## config.mk

```make
export PLATFORM = sky130hd
export DESIGN_NAME = rwi_top
export DESIGN_NICKNAME = d
export VERILOG_FILES = /design/src/logic/rwi_pkg.sv /design/src/logic/rwi_wake_timer.sv /design/src/logic/rwi_top.sv
export SDC_FILE = /design/constraint.sdc
export NUM_CORES = 1
export LEC_CHECK = 0
export BUFFER_PORTS_ARGS = -buffer_cell sky130_fd_sc_hd__buf_2
export CAP_MARGIN = 0
export CORE_MARGIN = 10
export CORE_UTILIZATION = 28
export DETAILED_ROUTE_END_ITERATION = 10
export PLACE_DENSITY = 0.59
export REMOVE_ABC_BUFFERS = 1
export SLEW_MARGIN = 20
export SYNTH_ARGS = -nofsm -noshare
export SYNTH_HDL_FRONTEND = slang
export SYNTH_HIERARCHICAL = 1
export SYNTH_SLANG_ARGS = --single-unit
export TNS_END_PERCENT = 10
```

## constraint.sdc

```tcl
create_clock -name sys_clk -period 6.4 [get_ports sys_clk]
set_input_delay 1.28 -clock sys_clk [delete_from_list [all_inputs] [get_ports sys_clk]]
set_output_delay 1.28 -clock sys_clk [all_outputs]
set_load 0.005 [all_outputs]
```

## src/logic/rwi_pkg.sv

```systemverilog
package rwi_pkg;

  localparam int unsigned CLK_HZ        = 20_000_000;
  localparam int unsigned CLK_PER_US    = CLK_HZ / 1_000_000;
  // pll lock wait, microseconds (2 ms)
  localparam int unsigned PLL_LOCK_US   = 2000;
  localparam int unsigned PLL_LOCK_CYC  = PLL_LOCK_US * CLK_PER_US;
  // oscillator start-up wait, cycles
  localparam int unsigned OST_CYC       = 1024;
  localparam int unsigned FAST_CYC      = 8;
  localparam int unsigned CNT_W         = 17;

  localparam int unsigned PC_W          = 21;
  localparam int unsigned SP_W          = 5;
  localparam logic [20:0] VEC_HIGH      = 21'h000008;
  localparam logic [20:0] VEC_LOW       = 21'h000018;

  localparam logic [7:0]  OFS_WDT       = 8'h00;
  localparam logic [7:0]  OFS_RCS       = 8'h04;
  localparam logic [7:0]  OFS_GIE       = 8'h08;
  localparam logic [7:0]  OFS_EVT       = 8'h0c;
  localparam logic [7:0]  OFS_MSK       = 8'h10;
  localparam logic [7:0]  OFS_LAT       = 8'h14;
  localparam logic [7:0]  OFS_DIR       = 8'h18;
  localparam logic [7:0]  OFS_PIN       = 8'h1c;
  localparam logic [7:0]  OFS_STK       = 8'h20;

  localparam int unsigned RCS_PRIORITY_LEVEL_ENABLE      = 7;
  localparam int unsigned RCS_LONG_WRITE_ENABLE      = 6;
  localparam int unsigned RCS_RI        = 4;
  localparam int unsigned RCS_TO        = 3;
  localparam int unsigned RCS_PD        = 2;
  localparam int unsigned RCS_POR       = 1;
  localparam int unsigned RCS_BOR       = 0;
  localparam logic [7:0]  RCS_POR_VAL   = 8'h1c;
  localparam logic [7:0]  RCS_WMASK     = 8'hd3;
  localparam logic [7:0]  WDT_IMPL      = 8'h01;
  localparam logic [7:0]  WDT_RESET     = 8'h00;
  localparam int unsigned GIE_HIGH      = 7;
  localparam int unsigned GIE_LOW       = 6;
  localparam logic [7:0]  GIE_IMPL      = 8'hc0;
  localparam int unsigned EVT_WDT       = 7;
  localparam int unsigned PA_BIT6       = 6;
  localparam logic [7:0]  PA_IMPL       = 8'h7f;
  localparam logic [7:0]  LAT_RESET     = 8'h00;
  localparam logic [7:0]  DIR_RESET     = 8'h7f;

  typedef enum logic [2:0] {
    OSC_LP    = 3'h0,
    OSC_XT    = 3'h1,
    OSC_HS    = 3'h2,
    OSC_RC    = 3'h3,
    OSC_EC    = 3'h4,
    OSC_EXT_CLOCK_WITH_IO_MODE  = 3'h5,
    OSC_HSPLL = 3'h6,
    OSC_RC_OSC_WITH_IO_MODE  = 3'h7
  } rwi_osc_type;

  typedef enum logic [1:0] {
    ST_RUN   = 2'h0,
    ST_SLEEP = 2'h1,
    ST_WAKE  = 2'h2,
    ST_VECT  = 2'h3
  } rwi_state_type;

  typedef struct packed {
    logic        psel;
    logic        penable;
    logic        pwrite;
    logic [7:0]  paddr;
    logic [31:0] pwdata;
  } rwi_apb_req_type;

  typedef struct packed {
    logic        pready;
    logic [31:0] prdata;
    logic        pslverr;
  } rwi_apb_rsp_type;

endpackage

```

## src/logic/rwi_wake_timer.sv

```systemverilog
`timescale 1ns/1ps
module rwi_wake_timer #(
  parameter int unsigned PLL_CYC = rwi_pkg::PLL_LOCK_CYC
) (
  input  wire logic               sys_clk,
  input  wire logic               sys_rst,
  input  wire logic               start,
  input  wire rwi_pkg::rwi_osc_type osc_mode,
  output logic                    done
);
  import rwi_pkg::*;

  logic [CNT_W-1:0] cnt_reg;
  logic             busy_reg;
  logic [CNT_W-1:0] load_cnt;

  always_comb begin
    case (osc_mode)
      OSC_HSPLL: load_cnt = CNT_W'(OST_CYC + PLL_CYC);
      OSC_RC, OSC_RC_OSC_WITH_IO_MODE, OSC_EC, OSC_EXT_CLOCK_WITH_IO_MODE: load_cnt = CNT_W'(FAST_CYC);
      default: load_cnt = CNT_W'(OST_CYC);
    endcase
  end

  always_ff @(posedge sys_clk) begin
    if (sys_rst) begin
      cnt_reg  <= '0;
      busy_reg <= 1'b0;
      done     <= 1'b0;
    end else if (start) begin
      cnt_reg  <= load_cnt;
      busy_reg <= 1'b1;
      done     <= 1'b0;
    end else if (busy_reg) begin
      cnt_reg  <= cnt_reg - CNT_W'(1);
      busy_reg <= (cnt_reg != CNT_W'(1));
      done     <= (cnt_reg == CNT_W'(1));
    end else begin
      done     <= 1'b0;
    end
  end

endmodule

```

## src/logic/rwi_top.sv

```systemverilog
`timescale 1ns/1ps
module rwi_top #(
  parameter int unsigned PLL_CYC = rwi_pkg::PLL_LOCK_CYC
) (
  input  wire logic                   sys_clk,
  input  wire logic                   sys_rst,
  input  wire rwi_pkg::rwi_apb_req_type apb_req,
  output rwi_pkg::rwi_apb_rsp_type    apb_rsp,
  input  wire rwi_pkg::rwi_osc_type   osc_mode,
  input  wire logic                   bor_evt,
  input  wire logic                   master_clear_reset_evt,
  input  wire logic                   wdt_rst_evt,
  input  wire logic                   reset_instr_evt,
  input  wire logic                   sleep_req,
  input  wire logic                   wdt_wake,
  input  wire logic [6:0]             irq_src,
  input  wire logic                   irq_high_req,
  input  wire logic [20:0]            pc_in,
  input  wire logic [7:0]             port_a_in,
  output logic [7:0]                  port_a_out,
  output logic [7:0]                  port_a_oe,
  output logic                        cpu_run,
  output logic                        pc_load,
  output logic [20:0]                 pc_vector,
  output logic                        tos_write,
  output logic [20:0]                 tos_value,
  output logic [4:0]                  stack_pointer,
  output logic                        long_write_enable,
  output logic                        soft_watchdog_enable,
  output logic                        irq
);
  import rwi_pkg::*;

  rwi_state_type state_reg;
  logic [7:0]    wdt_ctrl_reg;
  logic [7:0]    rcs_reg;
  logic [7:0]    gie_reg;
  logic [7:0]    evt_reg;
  logic [7:0]    msk_reg;
  logic [7:0]    lat_reg;
  logic [7:0]    dir_reg;
  logic [7:0]    pin_s1_reg;
  logic [7:0]    pin_s2_reg;
  logic          wake_irq_reg;
  logic          timer_done;
  logic          io_mode;
  logic [7:0]    bit6_mask;
  logic          acc;
  logic          fin;
  logic          wr;
  logic          hit;
  logic [7:0]    rdata;
  logic [7:0]    wdat;
  logic          wake_now;
  logic          any_rst;
  logic          gie_any;

  assign io_mode   = (osc_mode == OSC_RC_OSC_WITH_IO_MODE) || (osc_mode == OSC_EXT_CLOCK_WITH_IO_MODE);
  assign bit6_mask = io_mode ? 8'hff : ~(8'h01 << PA_BIT6);
  assign acc       = apb_req.psel && apb_req.penable;
  assign fin       = acc && apb_rsp.pready;
  assign wr        = fin && apb_req.pwrite && hit;
  assign wdat      = apb_req.pwdata[7:0];
  assign wake_now  = (state_reg == ST_SLEEP) && (wdt_wake || (|irq_src));
  assign any_rst   = bor_evt || master_clear_reset_evt || wdt_rst_evt || reset_instr_evt;
  assign gie_any   = gie_reg[GIE_HIGH] || gie_reg[GIE_LOW];

  rwi_wake_timer #(
    .PLL_CYC (PLL_CYC)
  ) u_timer (
    .sys_clk  (sys_clk),
    .sys_rst  (sys_rst),
    .start    (wake_now),
    .osc_mode (osc_mode),
    .done     (timer_done)
  );

  // register read mux; undecoded bits stay zero
  always_comb begin
    hit   = 1'b1;
    rdata = 8'h00;
    case (apb_req.paddr)
      OFS_WDT: rdata = wdt_ctrl_reg & WDT_IMPL;
      OFS_RCS: rdata = rcs_reg;
      OFS_GIE: rdata = gie_reg & GIE_IMPL;
      OFS_EVT: rdata = evt_reg;
      OFS_MSK: rdata = msk_reg;
      OFS_LAT: rdata = lat_reg & PA_IMPL & bit6_mask;
      OFS_DIR: rdata = dir_reg & PA_IMPL & bit6_mask;
      OFS_PIN: rdata = pin_s2_reg & PA_IMPL & bit6_mask;
      OFS_STK: rdata = {3'h0, stack_pointer};
      default: hit = 1'b0;
    endcase
  end

  // one wait state: pready rises the cycle after the access phase starts
  always_ff @(posedge sys_clk) begin
    if (sys_rst) begin
      apb_rsp <= '0;
    end else if (acc && !apb_rsp.pready) begin
      apb_rsp.pready  <= 1'b1;
      apb_rsp.prdata  <= {24'h000000, rdata};
      apb_rsp.pslverr <= !hit;
    end else begin
      apb_rsp.pready  <= 1'b0;
      apb_rsp.pslverr <= 1'b0;
    end
  end

  always_ff @(posedge sys_clk) begin
    pin_s1_reg <= port_a_in;
    pin_s2_reg <= pin_s1_reg;
  end

  always_ff @(posedge sys_clk) begin
    if (sys_rst || bor_evt) begin
      wdt_ctrl_reg <= WDT_RESET;
    end else if (wr && apb_req.paddr == OFS_WDT) begin
      wdt_ctrl_reg <= wdat & WDT_IMPL;
    end
  end

  // reset cause status: hardware events are applied after software writes
  always_ff @(posedge sys_clk) begin
    if (sys_rst) begin
      rcs_reg <= RCS_POR_VAL;
    end else begin
      if (wr && apb_req.paddr == OFS_RCS) begin
        rcs_reg <= (rcs_reg & ~RCS_WMASK) | (wdat & RCS_WMASK);
      end
      if (bor_evt) begin
        rcs_reg[RCS_PRIORITY_LEVEL_ENABLE] <= 1'b0;
        rcs_reg[RCS_RI]   <= 1'b1;
        rcs_reg[RCS_TO]   <= 1'b1;
        rcs_reg[RCS_PD]   <= 1'b1;
        rcs_reg[RCS_BOR]  <= 1'b0;
      end
      if (master_clear_reset_evt) begin
        rcs_reg[RCS_LONG_WRITE_ENABLE] <= 1'b0;
      end
      if (wdt_rst_evt) begin
        rcs_reg[RCS_TO] <= 1'b0;
      end
      if (reset_instr_evt) begin
        rcs_reg[RCS_RI] <= 1'b0;
      end
      if (state_reg == ST_RUN && sleep_req && !any_rst) begin
        rcs_reg[RCS_TO] <= 1'b1;
        rcs_reg[RCS_PD] <= 1'b0;
      end
      if (wake_now && wdt_wake) begin
        rcs_reg[RCS_TO] <= 1'b0;
      end
    end
  end

  always_ff @(posedge sys_clk) begin
    if (sys_rst || any_rst) begin
      gie_reg <= 8'h00;
    end else if (wr && apb_req.paddr == OFS_GIE) begin
      gie_reg <= wdat & GIE_IMPL;
    end
  end

  // wake flags; a read clears only the bits it returned, new ones win
  always_ff @(posedge sys_clk) begin
    if (sys_rst) begin
      evt_reg <= 8'h00;
    end else begin
      if (fin && !apb_req.pwrite && apb_req.paddr == OFS_EVT) begin
        evt_reg <= (evt_reg & ~apb_rsp.prdata[7:0]) | ({1'b0, irq_src} & {8{wake_now}})
                   | ({wdt_wake, 7'h00} & {8{wake_now}});
      end else if (wake_now) begin
        evt_reg <= evt_reg | {wdt_wake, irq_src};
      end
    end
  end

  always_ff @(posedge sys_clk) begin
    if (sys_rst) begin
      msk_reg <= 8'h00;
    end else if (wr && apb_req.paddr == OFS_MSK) begin
      msk_reg <= wdat;
    end
  end

  always_ff @(posedge sys_clk) begin
    if (sys_rst) begin
      lat_reg <= LAT_RESET;
      dir_reg <= DIR_RESET;
    end else begin
      if (wr && apb_req.paddr == OFS_LAT) begin
        lat_reg <= wdat & PA_IMPL & bit6_mask;
      end
      if (master_clear_reset_evt || bor_evt) begin
        dir_reg <= DIR_RESET & bit6_mask;
      end else if (wr && apb_req.paddr == OFS_DIR) begin
        dir_reg <= wdat & PA_IMPL & bit6_mask;
      end
    end
  end

  // pins: direction bit 1 means input
  always_ff @(posedge sys_clk) begin
    if (sys_rst) begin
      port_a_out <= 8'h00;
      port_a_oe  <= 8'h00;
    end else begin
      port_a_out <= lat_reg & PA_IMPL & bit6_mask;
      port_a_oe  <= ~dir_reg & PA_IMPL & bit6_mask;
    end
  end

  always_ff @(posedge sys_clk) begin
    if (sys_rst) begin
      long_write_enable    <= 1'b0;
      soft_watchdog_enable <= 1'b0;
      irq                  <= 1'b0;
    end else begin
      long_write_enable    <= rcs_reg[RCS_LONG_WRITE_ENABLE];
      soft_watchdog_enable <= wdt_ctrl_reg[0];
      irq                  <= |(evt_reg & msk_reg);
    end
  end

  always_ff @(posedge sys_clk) begin
    if (sys_rst || any_rst) begin
      state_reg    <= ST_RUN;
      wake_irq_reg <= 1'b0;
      cpu_run      <= 1'b1;
    end else begin
      case (state_reg)
        ST_RUN: begin
          if (sleep_req) begin
            state_reg <= ST_SLEEP;
            cpu_run   <= 1'b0;
          end
        end
        ST_SLEEP: begin
          if (wake_now) begin
            state_reg    <= ST_WAKE;
            wake_irq_reg <= |irq_src;
          end
        end
        ST_WAKE: begin
          if (timer_done) begin
            if (wake_irq_reg && gie_any) begin
              state_reg <= ST_VECT;
            end else begin
              state_reg <= ST_RUN;
              cpu_run   <= 1'b1;
            end
          end
        end
        ST_VECT: begin
          state_reg <= ST_RUN;
          cpu_run   <= 1'b1;
        end
        default: state_reg <= ST_RUN;
      endcase
    end
  end

  // vector load and stack push happen together, one cycle
  always_ff @(posedge sys_clk) begin
    if (sys_rst) begin
      pc_load       <= 1'b0;
      pc_vector     <= 21'h000000;
      tos_write     <= 1'b0;
      tos_value     <= 21'h000000;
      stack_pointer <= 5'h00;
    end else if (state_reg == ST_VECT && !any_rst) begin
      pc_load       <= 1'b1;
      pc_vector     <= (irq_high_req && gie_reg[GIE_HIGH]) ? VEC_HIGH : VEC_LOW;
      tos_write     <= 1'b1;
      tos_value     <= pc_in;
      stack_pointer <= stack_pointer + 5'h01;
    end else begin
      pc_load       <= 1'b0;
      tos_write     <= 1'b0;
    end
  end

  logic [CNT_W-1:0] wake_cyc;
  always_ff @(posedge sys_clk) begin
    if (sys_rst || state_reg != ST_WAKE) begin
      wake_cyc <= '0;
    end else begin
      wake_cyc <= wake_cyc + CNT_W'(1);
    end
  end
endmodule

```

==> results of run 1 <==
==> cell families after synthesis <==
logic type                 Yosys count
AOI/OAI and AO/OA                  113
DFF                                133
adders and majority gates            3
xor gates and xnor gates            12
buffers and inverters               86
muxes                               36
and+or+nand+nor                    243
other                                1
==> per-layer routing <==
metal,share of wire,wire length [um]
met4,0.0090,146
met3,0.080,1303
met2,0.45,7249
met5,0.00068,11
met1,0.46,7568
==> through the flow <==
step           instances  utilization  total power [uW]
6_report            1024       0.3450              1902
3_3_place_gp         989       0.3164             970.9
4_1_cts             1021       0.3447              1925
5_1_grt             1021       0.3447              1976
3_5_place_dp         989       0.3164             971.4
2_1_floorplan        593            -             913.9
==> Yosys cell counts, types with 9 or more instances <==
| master | instances |
|---|---|
| sky130_fd_sc_hd__buf_4 | 49 |
| sky130_fd_sc_hd__nor4_1 | 9 |
| sky130_fd_sc_hd__nor3_1 | 13 |
| sky130_fd_sc_hd__mux2i_1 | 23 |
| sky130_fd_sc_hd__o21ai_0 | 15 |
| sky130_fd_sc_hd__nor2_1 | 45 |
| sky130_fd_sc_hd__clkbuf_1 | 16 |
| sky130_fd_sc_hd__nand3_1 | 11 |
| sky130_fd_sc_hd__a21oi_1 | 50 |
| sky130_fd_sc_hd__nor2b_1 | 15 |
| sky130_fd_sc_hd__dfxtp_1 | 133 |
| sky130_fd_sc_hd__nand2_1 | 95 |
| sky130_fd_sc_hd__nand4_1 | 9 |
| sky130_fd_sc_hd__xor2_1 | 9 |
==> final timing paths <==
| kind | slack (ps) | endpoint | cells after the start |
|---|---|---|---|
| worst max register to register | 3690 | u_timer/cnt_reg[14] | 7 |
| worst min-delay path | 320 | pin_s2_reg[6] | 0 |
| worst max-delay path | 3070 | u_timer/cnt_reg[16] | 8 |
| worst min register to register | 320 | pin_s2_reg[6] | 0 |
==> where the power goes <==
group	switching (uW)	internal, uW	total (uW)
sequential	7.83	838	846
clock	401	546	947
combinational	65.5	42.8	108
total	475	1430	1900
==> worst register-to-register path, delay by kind of cell, from the launching register on <==
kind | cells | cell delay, ps
AO/OA/AOI/OAI | 3 | 520
buffers and inverters | 1 | 250
flip-flops | 1 | 450
AND/OR/NAND/NOR | 3 | 1420
==> final cells by class <==
cell class	instances	area, um2	share of cell area
multi-input combinational	452	2755	0.3934
tap	270	337.8	0.04823
clock inverter	14	143.9	0.02054
clock buffer	18	429.2	0.06127
antenna	3	7.507	0.001072
inverter	8	30.03	0.004287
timing repair buffer	126	638.1	0.09110
sequential	133	2663	0.3801
==> impl_metrics.csv, run 1 <==
group,metric,value,unit
logic_synthesis,yosys.area_share.simple,0.2215,
global_routing,grtUsageMet3,0.04153,
route,drcViolationCount,0,
route,route.final.wire_length,16280,um
sta,final_worst_clock_skew,13.56,ps
layout,final_layout_size_suffix_gt1_frac,0.2477,
route,drt_first_iter_violations,323,
worst_setup_path,cp_top_family,"simple AND/OR/NAND/NOR gates",
worst_hold_path,min-delay-path-class,"flip-flop to flip-flop",
sta,max_slew_margin,0.3279,
logic_synthesis,yosys-mux-area-fraction,0.07492,
cts,cts_resized,0,
worst_setup_path,timing.setup.critical_path_class,"input pin to flip-flop",
cts,cts_htree_levels,4,
route,final_antenna_net_count,0,
logic_synthesis,postSynthRegisterBits,133,
worst_setup_path,r2r-start,"state_reg[0]",
cts,clock_sink_count,133,
run,max_cap_viol_count,0,
power,peakVddDrop,0.1713,mV
global_routing,grt_antenna_before_repair,3,
logic_synthesis,synthDistinctLibCells,70,
layout,largest_register_ff_count,21,
sta,fin_ws,3069,ps
sta,grt_setup_unrepaired,"no",
logic_synthesis,synth.top_cells.by_area,"sky130_fd_sc_hd__dfxtp_1, sky130_fd_sc_hd__buf_4, sky130_fd_sc_hd__nand2_1, sky130_fd_sc_hd__a21oi_1, sky130_fd_sc_hd__mux2i_1",
cts,clock_latency,420,ps
worst_setup_path,worstPathMaxFanout,12,
die,io_pins,194,
power,lkg_pwr,0.002961,uW
worst_setup_path,critical-path-top-cell-by-count,"sky130_fd_sc_hd__or4_1",
cts,post-cts-setup-buffers,0,
worst_setup_path,crit_path_start,"irq_src[0]",
route,dr.pass1.iters,4,
logic_synthesis,synth-xor-area-share,0.01819,
placed_design,pre_cts_slack,2630,ps
placed_design,buffer_ports.inserted,123,
worst_setup_path,count_of_buffering_cells_on_the_critical_path_with_inverters_included,2,
global_routing,met2_track_demand_over_resource,0.1810,
worst_hold_path,min_from,"pin_s1_reg[6]",
global_routing,track_usage,0.1192,
layout,final_common_cell,"sky130_fd_sc_hd__dfxtp_1",
cts,ctsRootBufferMaster,"sky130_fd_sc_hd__clkbuf_16",
logic_synthesis,synth-edff-count,0,
logic_synthesis,avgSynthCellArea,9.215,um2
logic_synthesis,synth_ff_type,"sky130_fd_sc_hd__dfxtp_1",
logic_synthesis,post_synthesis_instance_area,5778,um2
die,die_h,163.7,um
global_routing,grt_pass1_wl,25140,um
sta,total_negative_slack,0,ps
logic_synthesis,synth_warnings,6,
sta,setup_viol_count_final,0,
sta,final.hold.worst_slack,324.1,ps
logic_synthesis,synth_compound_gate_area_share,0.1265,
die,std_cell_rows,52,
layout,fillerInstances,2150,
sta,worst_slew_pin_slew,1008,ps
layout,layout.cells.most_common_list,"sky130_fd_sc_hd__dfxtp_1, sky130_fd_sc_hd__buf_2, sky130_fd_sc_hd__nand2_1",
die,die_width,163.7,um
logic_synthesis,postSynthCellCount,627,
layout,stdcell_area,7004,um2
route,routed-via-count,4711,
worst_setup_path,worstPathArrival,3690,ps
worst_setup_path,worst_setup_path_start_kind,"input pin",
worst_setup_path,timing.critical_path.slowest_cell_delay,520,ps
cts,cts_tree,"done",
die,die_area,26780,um2
placed_design,gp_congestion,0.7873,
sta,layout_worst_path_cycle_share,0.5204,
logic_synthesis,combinational_family_with_the_most_area_after_synthesis,"simple AND/OR/NAND/NOR gates",
global_routing,grt_max_degree,46,
global_routing,m1_gr_usage,0.1541,
logic_synthesis,synth_largest_area_cell,"sky130_fd_sc_hd__dfxtp_1",
global_routing,grt.busiest_layer,"met2",
logic_synthesis,seq_total_area_yosys,0.4608,
global_routing,grt.overflow.total,0,
sta,finalWorstPathRequiredPeriod,3331,ps
sta,max_freq,300.3,MHz
cts,clk_pin_slew,60,ps
worst_setup_path,cp_slowest_cell,"sky130_fd_sc_hd__or4_1",
layout,layout-area-overhead-vs-synth,21.22,%
route,vias_per_cell,4.601,
logic_synthesis,post-synth-top-area-fraction,0.4608,
power,pwr_density_cell,271.5,nW/um2
logic_synthesis,synth-adder-area-share,0.006496,
outcome,status,"finished, final reports clean",
placed_design,dpl_cell_area,6424,um2
sta,finalHoldViolCount,0,
global_routing,first_global_vias,4540,
worst_setup_path,critical_path_required,6760,ps
cts,tritoncts.num_buffers,17,
cts,hold_buffers,0,
die,core_area,20300,um2
logic_synthesis,async_flop_share,0,
worst_setup_path,path_cells,"buf_2, or4_1, or4_4, o21ai_2, inv_2, or2_2, or4_1, nand2_1",
die,initial_core_utilization,0.2846,
cts,cts_max_path_buffers,2,
placed_design,place.detailed.hpwl,12280,um
worst_setup_path,worst_setup_path_end_kind,"flip-flop",
layout,layout.nets,832,
sta,timing_max_transition_violations_final,0,
route,avgRoutedWirePerCell,15.90,um
No activity file was read; power rests on OpenSTA's default activity.
==> run 2: changes to the inputs <==
--- a/config.mk
+++ b/config.mk
@@ -5,12 +5,13 @@
 export SDC_FILE = /design/constraint.sdc
 export NUM_CORES = 1
 export LEC_CHECK = 0
+export ABC_AREA = 1
 export BUFFER_PORTS_ARGS = -buffer_cell sky130_fd_sc_hd__buf_2
 export CAP_MARGIN = 0
 export CORE_MARGIN = 10
 export CORE_UTILIZATION = 28
 export DETAILED_ROUTE_END_ITERATION = 10
-export PLACE_DENSITY = 0.59
+export PLACE_DENSITY = 0.58
 export REMOVE_ABC_BUFFERS = 1
 export SLEW_MARGIN = 20
 export SYNTH_ARGS = -nofsm -noshare
==> constraint.sdc (replaced) <==
create_clock -name sys_clk -period 3.2 [get_ports sys_clk]
set_input_delay 0.64 -clock sys_clk [delete_from_list [all_inputs] [get_ports sys_clk]]
set_output_delay 0.64 -clock sys_clk [all_outputs]
set_load 0.005 [all_outputs]
==> impl_metrics.csv, run 2 <==
group,metric,value,unit
outcome,status,"finished, final reports clean",
logic_synthesis,synth_largest_area_cell,"sky130_fd_sc_hd__dfxtp_1",
power,power_frac_comb,0.067,
die,die_width,168.6,um
placed_design,buffer_ports.inserted,123,
logic_synthesis,postSynthCellCount,869,
global_routing,first_global_vias,5597,
sta,finalHoldViolCount,0,
worst_hold_path,min-delay-path-class,"input pin to flip-flop",
sta,max_freq,453.0,MHz
power,power.switching,977.4,uW
sta,grt_setup_unrepaired,"no",
sta,worst_slew_pin_slew,651.4,ps
power,clock_power_share,0.530,
sta,layout_worst_path_cycle_share,0.6899,
worst_setup_path,worst_setup_path_end_kind,"flip-flop",
die,std_cell_rows,54,
global_routing,grt_antenna_before_repair,6,
placed_design,place.detailed.hpwl,14110,um
worst_hold_path,hold_path_depth,1,
power,seqPwrFrac,0.404,
layout,layout.nets,1095,
global_routing,grt_max_degree,31,
die,die_area,28430,um2
run,max_cap_viol_count,0,
logic_synthesis,seq_total_area_yosys,0.4306,
placed_design,pre_cts_slack,527.3,ps
logic_synthesis,avgSynthCellArea,7.116,um2
logic_synthesis,async_flop_share,0,
layout,final_layout_size_suffix_gt1_frac,0.2130,
sta,setup_viol_count_final,0,
worst_setup_path,timing.setup.critical_path_class,"input pin to flip-flop",
logic_synthesis,yosysMostFrequentCell,"sky130_fd_sc_hd__nand2_1",
cts,clk_pin_slew,60,ps
route,vias_per_cell,4.318,
worst_setup_path,worstPathMaxFanout,8,
cts,ctsRootBufferMaster,"sky130_fd_sc_hd__clkbuf_16",
cts,clock_sink_count,133,
sta,finalWorstPathRequiredPeriod,2208,ps
worst_setup_path,r2r_depth,13,
sta,timing_max_transition_violations_final,0,
logic_synthesis,synth_warnings,6,
logic_synthesis,synthDistinctLibCells,45,
power,total_power,4231,uW
worst_setup_path,worst_setup_path_start_kind,"input pin",
global_routing,grt_pass1_wl,29300,um
global_routing,track_usage,0.1274,
route,drt_first_iter_violations,272,
cts,clock_latency,420,ps
power,pwr_density_cell,553.1,nW/um2
worst_hold_path,min_from,"port_a_in[0]",
cts,cts_resized,0,
logic_synthesis,synth-edff-count,0,
route,routed-via-count,5601,
placed_design,placedCellCount,1262,
sta,max_slew_margin,0.5642,
layout,layout.cells.most_common_list,"sky130_fd_sc_hd__nand2_1, sky130_fd_sc_hd__nor2_1, sky130_fd_sc_hd__dfxtp_1",
route,dr.pass1.iters,5,
cts,post-cts-setup-buffers,0,
cts,hold_buffers,0,
route,final_antenna_net_count,0,
global_routing,grt.overflow.total,0,
route,avgRoutedWirePerCell,14.12,um
layout,fin_cells,1297,
worst_hold_path,whs_endpoint,"pin_s1_reg[0]",
worst_setup_path,setup.reg_to_reg.worst_slack,1040,ps
worst_setup_path,critical_path_required,3540,ps
logic_synthesis,synth_ff_type,"sky130_fd_sc_hd__dfxtp_1",
die,core_area,21760,um2
worst_setup_path,reg2reg_to,"u_timer/cnt_reg[11]",
route,drcViolationCount,0,
layout,largest_register_ff_count,21,
die,io_pins,194,
cts,tritoncts.num_buffers,17,
logic_synthesis,synth_commonest_cells,"sky130_fd_sc_hd__nand2_1, sky130_fd_sc_hd__nor2_1, sky130_fd_sc_hd__dfxtp_1, sky130_fd_sc_hd__inv_1, sky130_fd_sc_hd__o21ai_0",
cts,cts_htree_levels,4,
die,die_h,168.6,um
worst_setup_path,worstPathArrival,2550,ps
power,cell_internal_pwr,3254,uW
layout,layout-area-overhead-vs-synth,23.72,%
sta,total_negative_slack,0,ps
layout,final_common_cell,"sky130_fd_sc_hd__nand2_1",
cts,cts_max_path_buffers,2,
sta,fin_ws,992.5,ps
power,sw_frac_of_total,0.2310,
logic_synthesis,post-synth-top-area-fraction,0.4306,
worst_setup_path,r2r-start,"state_reg[0]",
route,route.final.wire_length,18320,um
die,initial_core_utilization,0.2842,
power,peakVddDrop,0.2938,mV
sta,final_worst_clock_skew,12.57,ps
cts,cts_tree,"done",
power,lkg_pwr,0.003721,uW
placed_design,gp_congestion,0.8698,
logic_synthesis,synth.top_cells.by_area,"sky130_fd_sc_hd__dfxtp_1, sky130_fd_sc_hd__nand2_1, sky130_fd_sc_hd__nor2_1, sky130_fd_sc_hd__inv_1, sky130_fd_sc_hd__buf_4",
logic_synthesis,postSynthRegisterBits,133,
logic_synthesis,post_synthesis_instance_area,6183,um2
[run 2: cell types whose count changed after synthesis, moves of 23 or more]
| cell | change |
|---|---|
| sky130_fd_sc_hd__nand3_1 | +37 |
| sky130_fd_sc_hd__inv_1 | +96 |
| sky130_fd_sc_hd__mux2i_1 | -23 |
| sky130_fd_sc_hd__o21ai_0 | +37 |
| sky130_fd_sc_hd__nor2_1 | +100 |
| sky130_fd_sc_hd__nand2_1 | +85 |
[run 2: power groups by stage]
stage | Combinational, uW | Sequential (uW) | Clock (uW)
2_1_floorplan | 168 | 1740 | 0
3_3_place_gp | 276 | 1740 | 0
3_5_place_dp | 280 | 1740 | 0
4_1_cts | 281 | 1710 | 2290
5_1_grt | 323 | 1710 | 2370
6_report | 282 | 1710 | 2240
[run 2: worst max-delay path, stage by stage]
cell and delay, ps:
sky130_fd_sc_hd__buf_2 110, sky130_fd_sc_hd__nor2_1 90, sky130_fd_sc_hd__nand2_1 60, sky130_fd_sc_hd__nor4_1 460
sky130_fd_sc_hd__or2_2 220, sky130_fd_sc_hd__nand2_1 220, sky130_fd_sc_hd__nor2_4 280, sky130_fd_sc_hd__inv_4 90
sky130_fd_sc_hd__nand2_4 80, sky130_fd_sc_hd__nor2_4 50, sky130_fd_sc_hd__nand2_1 60, sky130_fd_sc_hd__nor2_1 40
sky130_fd_sc_hd__nor3_1 140
[run 2: cell type report]
| type | instances | area (um2) |
|---|---|---|
| antenna | 3 | 7.507 |
| clock buffer | 17 | 425.4 |
| clock inverter | 15 | 249.0 |
| fill | 2359 | 14110 |
| inverter | 112 | 427.9 |
| multi-input combinational | 604 | 2836 |
| sequential | 133 | 2663 |
| tap | 280 | 350.3 |
| timing repair buffer | 133 | 690.7 |
[run 2: worst max-delay path by stage]
stage,from,endpoint,depth (start not counted)
after global routing,irq_src[1],u_timer/cnt_reg[16],13
after CTS,irq_src[1],u_timer/cnt_reg[16],13
after detailed placement,irq_src[1],u_timer/cnt_reg[16],13
final,irq_src[1],u_timer/cnt_reg[16],13
after global placement,irq_src[1],u_timer/cnt_reg[16],13
after floorplan,master_clear_reset_evt,stack_pointer[0],6
[run 2: stage by stage]
stage	cell area, um2	util	hold WS (ps)
after floorplan	5927	-	309.6
after global placement	6968	0.3203	313.5
after detailed placement	6968	0.3203	313.9
after CTS	7642	0.3513	302.6
after global routing	7642	0.3513	298.1
final	7650	0.3516	318.7
[run 2: cell families after synthesis]
logic type	count (synthesis)	share of synthesized area
flip-flops	133	0.4306
XOR/XNOR	1	0.001417
other	1	0.0006065
buffers and inverters	176	0.1374
AO/OA/AOI/OAI	117	0.1014
AND/OR/NAND/NOR	438	0.3225
adder cells (fa/ha/maj)	3	0.006071
[run 2: metal layers]
metal | part of all wire | vias to the layer above | track usage
met2 | 0.47 | 150 | 0.2114
met4 | 0.014 | 6 | 0.03369
met1 | 0.43 | 2502 | 0.1457
met3 | 0.082 | 20 | 0.05720
li1 | - | 2923 | -
met5 | 0.0019 | - | 0
